--- config.mk ---
export PLATFORM = sky130hd
export DESIGN_NAME = audio_level
export DESIGN_NICKNAME = d
export VERILOG_FILES = /design/src/core/audio_level_pkg.sv /design/src/core/audio_level.sv
export SDC_FILE = /design/constraint.sdc
export NUM_CORES = 2
export LEC_CHECK = 0
export BUFFER_PORTS_ARGS = -buffer_cell sky130_fd_sc_hd__buf_4
export CELL_PAD_IN_SITES_DETAIL_PLACEMENT = 0
export CELL_PAD_IN_SITES_GLOBAL_PLACEMENT = 1
export CORE_MARGIN = 4
export CORE_UTILIZATION = 40
export CTS_CLUSTER_SIZE = 25
export DETAILED_ROUTE_END_ITERATION = 10
export PLACE_DENSITY_LB_ADDON = 0.12
export RECOVER_POWER = 25
export SLEW_MARGIN = 15
export SYNTH_ARGS = -nofsm -noshare
export SYNTH_HDL_FRONTEND = slang
export SYNTH_SLANG_ARGS = --single-unit
--- constraint.sdc ---
create_clock -name clk -period 12 [get_ports clk]
set_input_delay 3 -clock clk [delete_from_list [all_inputs] [get_ports clk]]
set_output_delay 3 -clock clk [all_outputs]
set_load 0.01 [all_outputs]
--- src/core/audio_level_pkg.sv ---
// package: register map, field layouts and carrier types of the audio level block
package audio_level_pkg;
  // register indices; byte address is four times the index
  localparam logic [7:0] FMT_IDX = 8'h02;
  localparam logic [7:0] CFG_IDX = 8'h03;
  localparam logic [7:0] LEFT_IDX = 8'h04;
  localparam logic [7:0] RIGHT_IDX = 8'h05;
  localparam logic [7:0] STAT_IDX = 8'h18;
  // field positions
  localparam int FADE_BIT = 7;
  localparam int MUTE_R_BIT = 1;
  localparam int MUTE_L_BIT = 0;
  localparam int FMT_W = 6;
  // level codes
  localparam logic [7:0] LEVEL_RESET = 8'hCF;
  localparam logic [7:0] LEVEL_MIN = 8'h07;
  localparam logic [7:0] LEVEL_TOP = 8'hFF;
  localparam logic [7:0] LEVEL_OFF = 8'h00;
  localparam logic [7:0] STEPS_PER_6DB = 8'h0C;
  // sample path
  localparam int SAMPLE_W = 24;
  localparam logic [4:0] WORD_BITS = 5'h18;
  localparam int GAIN_SHIFT = 11;
  localparam logic signed [43:0] SAT_POS = 44'sh0000007FFFFF;
  localparam logic signed [43:0] SAT_NEG = -44'sh000000800000;
  localparam logic [23:0] SAMPLE_MAX = 24'h7FFFFF;
  localparam logic [23:0] SAMPLE_MIN = 24'h800000;

  typedef enum logic [2:0] {
    FMT_RJ24 = 3'h0, FMT_RJ20 = 3'h1, FMT_RJ18 = 3'h2,
    FMT_RJ16 = 3'h3, FMT_I2S = 3'h4, FMT_LJ = 3'h5
  } fmt_t;

  typedef struct packed {logic [1:0] boost; logic speed; logic [2:0] fmt;} path_fmt_t;
  typedef struct packed {logic fade; logic mute_r; logic mute_l;} level_cfg_t;
  typedef struct packed {logic sck; logic lrck; logic sdin;} serial_in_t;
  typedef struct packed {
    logic valid; logic [23:0] left; logic [23:0] right; logic mute_l; logic mute_r;
  } audio_out_t;

  localparam path_fmt_t FMT_RESET = '{boost: 2'h1, speed: 1'b0, fmt: 3'h4};
  localparam level_cfg_t CFG_RESET = '{fade: 1'b1, mute_r: 1'b0, mute_l: 1'b0};

  // 2^(-r/12) in Q15, one entry per half-dB step inside a 6 dB octave
  function automatic logic [15:0] step_mant(input logic [3:0] r);
    case (r)
      4'h0: step_mant = 16'h8000;
      4'h1: step_mant = 16'h78D1;
      4'h2: step_mant = 16'h7209;
      4'h3: step_mant = 16'h6BA2;
      4'h4: step_mant = 16'h6598;
      4'h5: step_mant = 16'h5FE4;
      4'h6: step_mant = 16'h5A82;
      4'h7: step_mant = 16'h556E;
      4'h8: step_mant = 16'h50A3;
      4'h9: step_mant = 16'h4C1C;
      4'hA: step_mant = 16'h47D6;
      default: step_mant = 16'h43CE;
    endcase
  endfunction : step_mant
endpackage : audio_level_pkg

--- src/core/audio_level.sv ---
// audio path level block: apb registers, serial audio receiver, boost, fade, volume, mute
//
// Functional notes
// RULE1: boost field adds 0/6/12/18 dB, resets 01
// RULE2: speed bit 0 means single speed rates
// RULE3: speed bit 1 means double speed rates
// RULE4: format codes 000-011 select right-justified 24/20/18/16
// RULE5: format code 100 selects i2s, reset value
// RULE6: format code 101 selects left-justified 16-24 bits
// RULE7: host never writes reserved format codes above 101
// RULE8: fade bit enables fading, resets to one
// RULE9: right mute bit softly mutes right channel
// RULE10: left mute bit softly mutes left, mutes reset 0
// RULE11: config bits 6:2 read zero, host leaves them
// RULE12: code FF is +24 dB, FE +23.5 dB
// RULE13: code CF is 0 dB, level reset value
// RULE14: code 07 is the -100 dB floor
// RULE15: codes below 07 force the channel mute
// RULE16: left level code lives at index 04
// RULE17: right level at index 05, same encoding
// RULE18: fade and mutes live at index 03
// RULE19: each code step is 0.5 dB
// RULE20: with fade on, level ramps toward target
`timescale 1ns/1ps
module audio_level
  import audio_level_pkg::*;
(
  // clock and reset
  input wire logic clk,
  input wire logic reset_n,
  // apb slave
  input wire logic psel,
  input wire logic penable,
  input wire logic pwrite,
  input wire logic [11:0] paddr,
  input wire logic [31:0] pwdata,
  input wire logic [3:0] pstrb,
  output logic [31:0] prdata,
  output logic pready,
  output logic pslverr,
  // serial audio pins
  input wire serial_in_t ser,
  // processed samples
  output audio_out_t audio
);

  logic [1:0] rst_pipe;
  logic rst_n;

  always_ff @(posedge clk or negedge reset_n) begin
    if (!reset_n) begin
      rst_pipe <= 2'h0;
    end else begin
      rst_pipe <= {rst_pipe[0], 1'b1};
    end
  end
  assign rst_n = rst_pipe[1];

  // pin synchronisers; only the second stage is read
  serial_in_t sync1, sync2;
  logic sck_d;

  always_ff @(posedge clk or negedge rst_n) begin
    if (!rst_n) begin
      sync1 <= '0;
      sync2 <= '0;
      sck_d <= 1'b0;
    end else begin
      sync1 <= ser;
      sync2 <= sync1;
      sck_d <= sync2.sck;
    end
  end

  logic sck_rise;
  assign sck_rise = sync2.sck & ~sck_d;

  // registers
  path_fmt_t fmt_reg, next_fmt;
  level_cfg_t cfg, next_cfg;
  logic [7:0] left_level, next_left_level;
  logic [7:0] right_level, next_right_level;
  logic [31:0] next_prdata, rd_val;
  logic next_pready, next_pslverr, mapped, wr;
  logic [7:0] idx;
  logic [1:0][7:0] cur_all;
  logic [1:0][23:0] gained;
  logic [1:0] muted;

  assign idx = paddr[9:2];
  assign wr = psel & penable & pready & pwrite & ~pslverr & pstrb[0];

  always_comb begin
    rd_val = 32'h0;
    mapped = (paddr[1:0] == 2'h0) && (paddr[11:10] == 2'h0);
    case (idx)
      FMT_IDX: rd_val = {26'h0, fmt_reg};
      CFG_IDX: rd_val = {24'h0, cfg.fade, 5'h00, cfg.mute_r, cfg.mute_l}; // [RULE11] [RULE18]
      LEFT_IDX: rd_val = {24'h0, left_level};
      RIGHT_IDX: rd_val = {24'h0, right_level};
      STAT_IDX: rd_val = {14'h0, muted, cur_all};
      default: mapped = 1'b0;
    endcase
    next_pready = psel & ~penable;
    next_pslverr = psel & ~penable & ~mapped;
    next_prdata = (psel & ~penable & ~pwrite & mapped) ? rd_val : 32'h0;
  end

  always_comb begin
    next_fmt = fmt_reg;
    next_cfg = cfg;
    next_left_level = left_level;
    next_right_level = right_level;
    if (wr) begin
      case (idx)
        FMT_IDX: next_fmt = path_fmt_t'(pwdata[FMT_W-1:0]); // [RULE1] [RULE2] [RULE3]
        CFG_IDX: next_cfg = '{fade: pwdata[FADE_BIT], mute_r: pwdata[MUTE_R_BIT],
                              mute_l: pwdata[MUTE_L_BIT]}; // [RULE8] [RULE18]
        LEFT_IDX: next_left_level = pwdata[7:0]; // [RULE16]
        RIGHT_IDX: next_right_level = pwdata[7:0]; // [RULE17]
        default: next_cfg = cfg;
      endcase
    end
  end

  always_ff @(posedge clk or negedge rst_n) begin
    if (!rst_n) begin
      fmt_reg <= FMT_RESET; // [RULE1] [RULE5]
      cfg <= CFG_RESET; // [RULE8] [RULE10]
      left_level <= LEVEL_RESET; // [RULE13]
      right_level <= LEVEL_RESET;
      prdata <= 32'h0;
      pready <= 1'b0;
      pslverr <= 1'b0;
    end else begin
      fmt_reg <= next_fmt;
      cfg <= next_cfg;
      left_level <= next_left_level;
      right_level <= next_right_level;
      prdata <= next_prdata;
      pready <= next_pready;
      pslverr <= next_pslverr;
    end
  end

  // serial receiver: a word is handed on at each lrck change seen at a bit clock rise
  logic lr_d, next_lr_d;
  logic [31:0] shreg, next_shreg;
  logic [23:0] acc, next_acc, word, next_word;
  logic [4:0] cnt, next_cnt;
  logic word_left, next_word_left, emit, next_emit, is_lj, is_i2s;

  // reserved codes fall back to i2s framing; the host must not use them
  assign is_lj = (fmt_reg.fmt == FMT_LJ); // [RULE6]
  assign is_i2s = (fmt_reg.fmt > FMT_LJ) || (fmt_reg.fmt == FMT_I2S); // [RULE5] [RULE7]

  always_comb begin
    next_lr_d = lr_d;
    next_shreg = shreg;
    next_acc = acc;
    next_cnt = cnt;
    next_word = word;
    next_word_left = word_left;
    next_emit = 1'b0;
    if (sck_rise) begin
      next_lr_d = sync2.lrck;
      next_shreg = {shreg[30:0], sync2.sdin};
      if (sync2.lrck != lr_d) begin
        next_emit = 1'b1;
        next_word_left = is_i2s ? ~lr_d : lr_d; // [RULE5] [RULE6]
        case (fmt_reg.fmt)
          FMT_RJ24: next_word = shreg[23:0]; // [RULE4]
          FMT_RJ20: next_word = {{4{shreg[19]}}, shreg[19:0]};
          FMT_RJ18: next_word = {{6{shreg[17]}}, shreg[17:0]};
          FMT_RJ16: next_word = {{8{shreg[15]}}, shreg[15:0]};
          default: next_word = acc;
        endcase
        next_acc = 24'h0;
        // i2s drops the first bit clock after the edge, left-justified keeps it
        next_acc[SAMPLE_W-1] = is_lj & sync2.sdin;
        next_cnt = is_lj ? 5'h01 : 5'h00;
      end else if (cnt < WORD_BITS) begin
        next_acc[5'(SAMPLE_W - 1) - cnt] = sync2.sdin;
        next_cnt = cnt + 5'h01;
      end
    end
  end

  always_ff @(posedge clk or negedge rst_n) begin
    if (!rst_n) begin
      lr_d <= 1'b0;
      shreg <= 32'h0;
      acc <= 24'h0;
      cnt <= 5'h00;
      word <= 24'h0;
      word_left <= 1'b0;
      emit <= 1'b0;
    end else begin
      lr_d <= next_lr_d;
      shreg <= next_shreg;
      acc <= next_acc;
      cnt <= next_cnt;
      word <= next_word;
      word_left <= next_word_left;
      emit <= next_emit;
    end
  end

  // fade pacing: one step per frame, every other frame at double speed so ramp time holds
  logic frame_end, fade_step, half_tgl, next_half_tgl;
  assign frame_end = emit & ~word_left;
  assign fade_step = frame_end & (~fmt_reg.speed | half_tgl); // [RULE2] [RULE3]
  assign next_half_tgl = frame_end ? ~half_tgl : half_tgl;

  always_ff @(posedge clk or negedge rst_n) begin
    if (!rst_n) begin
      half_tgl <= 1'b0;
    end else begin
      half_tgl <= next_half_tgl;
    end
  end

  for (genvar ch = 0; ch < 2; ch++) begin : g_chan
    logic [7:0] cur, next_cur, tgt, n, q;
    logic [3:0] r;
    logic signed [40:0] prod;
    logic signed [43:0] wide;

    always_comb begin
      tgt = (ch == 0) ? left_level : right_level;
      if ((ch == 0) ? cfg.mute_l : cfg.mute_r) begin
        tgt = LEVEL_OFF; // [RULE9] [RULE10]
      end
      next_cur = cur;
      if (!cfg.fade) begin
        next_cur = tgt; // [RULE8]
      end else if (fade_step && cur < tgt) begin
        next_cur = cur + 8'h01; // [RULE20]
      end else if (fade_step && cur > tgt) begin
        next_cur = cur - 8'h01; // [RULE20]
      end
    end

    always_ff @(posedge clk or negedge rst_n) begin
      if (!rst_n) begin
        cur <= LEVEL_RESET;
      end else begin
        cur <= next_cur;
      end
    end

    // gain = 16 * 2^(-n/12) * 2^boost, n half-dB steps below the top code
    always_comb begin
      n = LEVEL_TOP - cur; // [RULE12] [RULE19]
      q = n / STEPS_PER_6DB;
      r = 4'(n - 8'(q * STEPS_PER_6DB));
      prod = $signed(word) * $signed({1'b0, step_mant(r)});
      wide = 44'(prod) <<< fmt_reg.boost; // [RULE1]
      wide = wide >>> (GAIN_SHIFT + int'(q)); // [RULE13]
      if (wide > SAT_POS) begin
        gained[ch] = SAMPLE_MAX;
      end else if (wide < SAT_NEG) begin
        gained[ch] = SAMPLE_MIN;
      end else begin
        gained[ch] = wide[23:0];
      end
    end

    assign cur_all[ch] = cur;
    // below the floor the output holds midscale, i.e. 50/50 duty at the power stage
    assign muted[ch] = (cur < LEVEL_MIN); // [RULE14] [RULE15]
  end

  audio_out_t next_audio;

  always_comb begin
    next_audio = audio;
    next_audio.valid = frame_end;
    next_audio.mute_l = muted[0];
    next_audio.mute_r = muted[1];
    if (emit && word_left) begin
      next_audio.left = muted[0] ? 24'h0 : gained[0]; // [RULE10] [RULE15]
    end
    if (emit && !word_left) begin
      next_audio.right = muted[1] ? 24'h0 : gained[1]; // [RULE9] [RULE15]
    end
  end

  always_ff @(posedge clk or negedge rst_n) begin
    if (!rst_n) begin
      audio <= '0;
    end else begin
      audio <= next_audio;
    end
  end

  logic lr_edge;
  assign lr_edge = sck_rise & (sync2.lrck != lr_d);
endmodule : audio_level

==> Yosys cells after proc, flatten, opt, wreduce, memory -nomap -nowiden <==
Memories as Yosys holds them, arrays and structs flattened.
Cells that the tools add are included.
{ "totals": {"ff_bits": 216, "romBits": 512, "in_bits": 56, "output_inout_bits": 85, "word_cells": 158, "mem_count": 2} }
{ "memory_table": {"columns": ["name", "depth", "width", "read_ports", "rd_ports_with_merged_regs", "wr", "line", "rtl"], "rows": [
  ["(no name shown)", 16, 16, 1, 0, 0, "audio_level_pkg.sv:46", "case (r)"],
  ["(no name shown)", 16, 16, 1, 0, 0, "audio_level_pkg.sv:46", null]
]} }
{ "classes": {"addsub": 12, "n_mul": 4, "n_div": 2, "magnitude_cmp": 14, "eq_ne": 13, "shifts": 4, "mux": 29, "bitwise_logic": 23, "reduce_logical": 21} }
{ "ops": {"columns": ["operator", "count"], "rows": [
  ["24-bit 2-to-1 mux", 8],
  ["24-bit case mux with 4 select lines", 1],
  ["18-bit case mux with 5 select lines", 1],
  ["44-bit by 24-bit greater-than comparator with 1-bit output, second input constant", 2],
  ["44-bit by 24-bit < comparator with 1-bit output, second input constant", 2],
  ["41-bit by 2-bit <<< shifter with 44-bit output", 2],
  ["44-bit by 9-bit >>> shifter with 44-bit output", 2],
  ["24-bit by 17-bit multiplier with 41-bit output", 2],
  ["8-bit 2-to-1 mux", 8],
  ["32-bit 2-to-1 mux", 1],
  ["24-bit bitwise mux", 1],
  ["4-bit by 8-bit adder with 9-bit output, first input constant", 2],
  ["8-bit by 1-bit adder with 8-bit output, second input constant", 2],
  ["8-bit by 4-bit divider with 8-bit output, second input constant", 2],
  ["8-bit by 2-bit equality test with 1-bit output, second input constant", 2],
  ["8-bit by 3-bit equality test with 1-bit output, second input constant", 2],
  ["8-bit greater-than comparator", 2],
  ["8-bit by 3-bit < comparator with 1-bit output, second input constant", 2],
  ["8-bit < comparator", 2],
  ["8-bit by 2-bit multiplier with 2-bit output, second input constant", 2],
  ["8-bit by 1-bit subtractor with 8-bit output, second input constant", 2],
  ["8-bit subtractor, first input constant", 2],
  ["1-bit AND", 13],
  ["2-bit AND reduction", 6],
  ["25 further kinds", 51]
]} }

==> Depth between registers and ports, before layout <==
An unclocked memory read counts as a cell.
{ "logic_depth": {"depth_word": 12, "depth_mapped": 52, "depth_no_buf": 40} }

==> Worst setup path before layout <==
Ideal clock, no wire load.
{ "synth_timing": {"path_kind": "reg-to-reg", "startpoint": "register g_chan[1].cur[3]", "endpoint": "register audio[11] in the netlist's numbering", "setup_time_ns": 0.128, "arrival_ns": 12.159, "required_ns": 11.872, "slack_ns": -0.287, "stages_incl_launch_ff": 46, "n_path_buf": 10, "synth_period_minus_slack_ns": 12.287, "path_cell_list": "dfstp_2 clkbuf_1 or4bb_1 o211a_1 o22a_1 nand3_1 buf_2 buf_2 buf_1 clkbuf_1 ha_1 xnor2_1 xor2_1 clkbuf_1 nand2_1 a31oi_1 clkbuf_1 nand2_1 [... 10 more ...] buf_2 o21ai_0 o21a_1 a21oi_1 o22ai_1 a311oi_1 nand3_1 a211oi_4 a21oi_2 mux2_2 mux4_2 a222oi_1 nand4_1 o31ai_1 or2_1 buf_6 buf_12 o211ai_2"} }
{ "synth_between": {"elab_chain_len": 12, "word_cells_on_any_way": 15, "classes_between": "add/sub: 3; mul: 2; div: 1; order compare: 3; shift: 2; mux: 3; memory: 1"} }
{ "synth_lines": {"columns": ["item", "line", "rtl"], "rows": [
  ["start, declared", "audio_level.sv:224", "logic [7:0] cur, next_cur, tgt, n, q;"],
  ["start signal, assigned", "audio_level.sv:248", "cur <= next_cur;"],
  ["8-bit subtractor", "audio_level.sv:254", "n = LEVEL_TOP - cur;"],
  ["8-bit by 4-bit divider with 8-bit output", "audio_level.sv:255", "q = n / STEPS_PER_6DB;"],
  ["8-bit by 2-bit multiplier with 2-bit output", "audio_level.sv:256", "r = 4'(n - 8'(q * STEPS_PER_6DB));"],
  ["4-bit subtractor", "audio_level.sv:256", null],
  ["memory read 16 x 16 bit", null, null],
  ["24-bit by 17-bit multiplier with 41-bit output", "audio_level.sv:257", "prod = $signed(word) * $signed({1'b0, step_mant(r)});"],
  ["41-bit by 2-bit <<< shifter with 44-bit output", "audio_level.sv:258", "wide = 44'(prod) <<< fmt_reg.boost;"],
  ["44-bit by 9-bit >>> shifter with 44-bit output", "audio_level.sv:259", "wide = wide >>> (GAIN_SHIFT + int'(q));"],
  ["44-bit by 24-bit < comparator with 1-bit output", "audio_level.sv:262", "end else if (wide < SAT_NEG) begin"],
  ["24-bit 2-to-1 mux", "audio_level.sv:262", null],
  ["24-bit 2-to-1 mux", "audio_level.sv:260", "if (wide > SAT_POS) begin"],
  ["24-bit 2-to-1 mux *", "audio_level.sv:285", "next_audio.right = muted[1] ? 24'h0 : gained[1];"],
  ["end signal, assigned", "audio_level.sv:293", "audio <= next_audio;"],
  ["end, declared", "audio_level.sv:44", "output audio_out_t audio"]
]} }
Every way passes the cells marked *; elsewhere a longest branch is shown, timed or not.
A chain may end at the register's enable or synchronous reset.

==> Worst setup path after layout <==
{ "layout_timing": {"startpoint": "register g_chan[1].cur[4]", "endpoint": "register audio[4] in the netlist's numbering"} }
Same word-level chain as after synthesis.

==> summary.txt <==
Critical R2R Launch -> g_chan[1].cur[4]$_DFFE_PN0P_
Final Routed Wirelength -> 167000 um
switching fraction of total power -> 54.3%
net load switching power -> 7.76 mW
run status -> finished clean
area of the multi-input gates -> 40700 sq um
initial antenna violation count -> 2
Biggest register -> audio
clk sinks -> 202
gpl congestion -> 0.902
worst path bufs/invs -> 13
crit end category -> flop
Tmin final -> 11.58 ns
Reg2Reg Setup Slack -> 0.42 ns
crit path kind -> reg2reg
I/O Pins -> 141
Comb power frac -> 89.1%
Final Net Count -> 7481
PD cells -> 250 nW/um^2
Rel. slew slack -> 21.9%
critical path arrival -> 12.04 ns
Fillers -> 12400
Seq. cell area -> 5100 sq um
sequential power share -> 5.9%
RSZ-0062 raised after global routing -> yes
Finished Layout Cells -> 8070
Starting Density -> 40.3%
fmax -> 86.3 MHz
DRT iter0 DRCs -> 3034
H-tree depth -> 1
Area after DPL -> 55700 sq um
RR Endpoint -> audio[4]$_DFFE_PN0P_
slowest CP cell -> fa_1
worst min-delay path category -> reg2async
cell depth of the worst setup path -> 45
WP data required -> 12.46 ns
Hold Fails Final Rpt -> 0
clk root buf -> clkbuf_16
total CTS buffers -> 24
Worst setup SP type -> flop
asr flop ratio synth -> 100%
most common cell after layout, fill and taps aside -> nand2_1
Clk pin slew, worst setup/hold paths -> 0.06 ns
wire per inst -> 20.7 um
setup total negative slack -> 0 ns
DR DRC count -> 0
final setup violating endpoints -> 0
Slew @ Worst Pin -> 1.17 ns
final instance area -> 57300 sq um
layout cells sized above 1 -> 15.9%
height of the die -> 362 um
maximum fanout along the worst path -> 15
Die W -> 362 um
# diodes -> 0
Worst VDD drop -> 0.000202 V
Yosys reg bits -> 202
post-layout util -> 46.2%
path depth of the worst reg2reg path -> 45
Layout area overhead -> 14.6%
Worst path max stage delay -> 0.61 ns
# placed instances -> 7999
Post-DP HPWL -> 132000 um
synth warn -> 0
Cell Rows -> 129
Pre-antenna DRT Iters -> 5
Vias -> 44600
pin count of the biggest net entering global routing -> 70
hold slack -> 0.232 ns
Cell variety after synth -> 106
GRT Total Usage -> 25.5%
internal power -> 6.55 mW
via/cell ratio -> 5.53
share of the clock period used by the worst path -> 96.5%
clock power share -> 5.0%
Top delay family on crit path -> adder cells
PortBufs -> 99
post-synthesis cell count -> 6111
leak pwr -> 27.0 nW
maximum clock path buffer count -> 3
number of synthesized flops with an enable pin -> 0
total gr overflow -> 0
die area -> 131000 sq um
register area share after synthesis -> 10.2%
clk_skew -> 0.0512 ns
Top FF cell, synth -> dfrtp_1
Slew Viols, Final -> 0
mean post-synth cell area -> 8.18 sq um
max-capacitance violation count -> 0
post-route ant nets -> 0
CTS tree -> done
Clock Latency Late Sink -> 0.58 ns
total core area -> 124000 sq um
vias in the first global route -> 46700
global-route wire length before repair -> 266000 um
most frequent cells in the layout -> 900 x nand2_1, 896 x inv_1, 752 x fa_1
cell area after synthesis -> 50000 sq um
Hold-fix buffers, CTS -> 0
max reg flops -> 51
repair_timing:
action,in CTS,in global routing
cloned,0,4
gates resized for setup,3,112
hold endpoints to repair,0,0
pin swaps,0,34
setup endpoints to repair,42,46
setup buffers,0,25
per-stage QoR:
stage	power (mW)	setup slack [ns]
after floorplan	8.90	0.0160
after global placement	13.3	-0.0135
after detailed placement	13.4	-0.108
after CTS	14.2	0.0209
after global routing	15.8	-0.0917
final	14.3	0.416
per-layer routing:
| metal | GRT usage [%] | share of wire (%) | vias to the layer above |
|---|---|---|---|
| met5 | 0 | 0 | - |
| met4 | 6.37 | 2.6 | 0 |
| met3 | 1.95 | 4.1 | 178 |
| met2 | 45.6 | 50 | 1066 |
| met1 | 33.6 | 43 | 22500 |
| li1 | - | - | 20900 |
final cells by class:
cell class / count / share of cell area (%)
Tap cell: 1637 / 3.57
Timing Repair Buffer: 676 / 9.32
Inverter: 902 / 5.91
Clock buffer: 32 / 1.19
Multi-Input combinational cell: 4611 / 71.0
Sequential cell: 202 / 8.90
Clock inverter: 10 / 0.127
cell usage after synthesis, drive strengths merged, types with 28 or more instances:
library cell | n | area, sq um
a21oi | 288 | 1470
nand4 | 47 | 300
mux2i | 140 | 1400
nand3 | 93 | 465
nor3 | 102 | 515
nor2b | 83 | 519
xnor2 | 62 | 543
ha | 252 | 3150
a221oi | 37 | 337
inv | 899 | 3370
a22oi | 40 | 300
xor2 | 29 | 254
o21ai | 269 | 1350
nand2b | 28 | 175
fa | 756 | 15100
nand2 | 903 | 3390
mux2 | 67 | 754
o211ai | 105 | 848
buf | 77 | 419
or3 | 28 | 180
clkbuf | 333 | 1250
and3 | 36 | 225
dfrtp | 175 | 4380
and2 | 292 | 1830
a31oi | 51 | 319
a21o | 56 | 420
o21a | 47 | 353
a211oi | 85 | 683
nor2 | 280 | 1050
cells by family (layout without fill, tap and decap cells):
family                     Yosys count  in the layout  synth area share (%)
AOI/OAI and AO/OA                 1283           1284                  17.5
xor gates and xnor gates            91             91                  1.59
adders and majority gates         1008           1008                  36.6
buffers and inverters             1312           1620                  10.1
DFF                                202            202                  10.2
muxes                              228            228                  5.26
other                                2             15                0.0150
and+or+nand+nor                   1985           1985                  18.7
power by group through the flow:
| stage | registers (mW) | clock network (mW) | logic (mW) |
|---|---|---|---|
| 3_3_place_gp | 0.862 | 0 | 12.5 |
| 5_1_grt | 0.860 | 0.760 | 14.2 |
| 6_report | 0.851 | 0.710 | 12.8 |
| 2_1_floorplan | 0.806 | 0 | 8.09 |
| 4_1_cts | 0.850 | 0.734 | 12.6 |
| 3_5_place_dp | 0.862 | 0 | 12.5 |
worst max-delay path by stage:
stage                                  endpoint                          from
after floorplan           audio[33]$_DFFE_PN0P_  g_chan[0].cur[7]$_DFFE_PN1P_
after global placement     audio[4]$_DFFE_PN0P_  g_chan[1].cur[4]$_DFFE_PN0P_
after detailed placement  audio[45]$_DFFE_PN0P_  g_chan[0].cur[6]$_DFFE_PN1P_
after CTS                  audio[8]$_DFFE_PN0P_  g_chan[1].cur[4]$_DFFE_PN0P_
after global routing       audio[8]$_DFFE_PN0P_  g_chan[1].cur[4]$_DFFE_PN0P_
final                      audio[4]$_DFFE_PN0P_  g_chan[1].cur[4]$_DFFE_PN0P_
No activity file was read; power rests on OpenSTA's default activity.
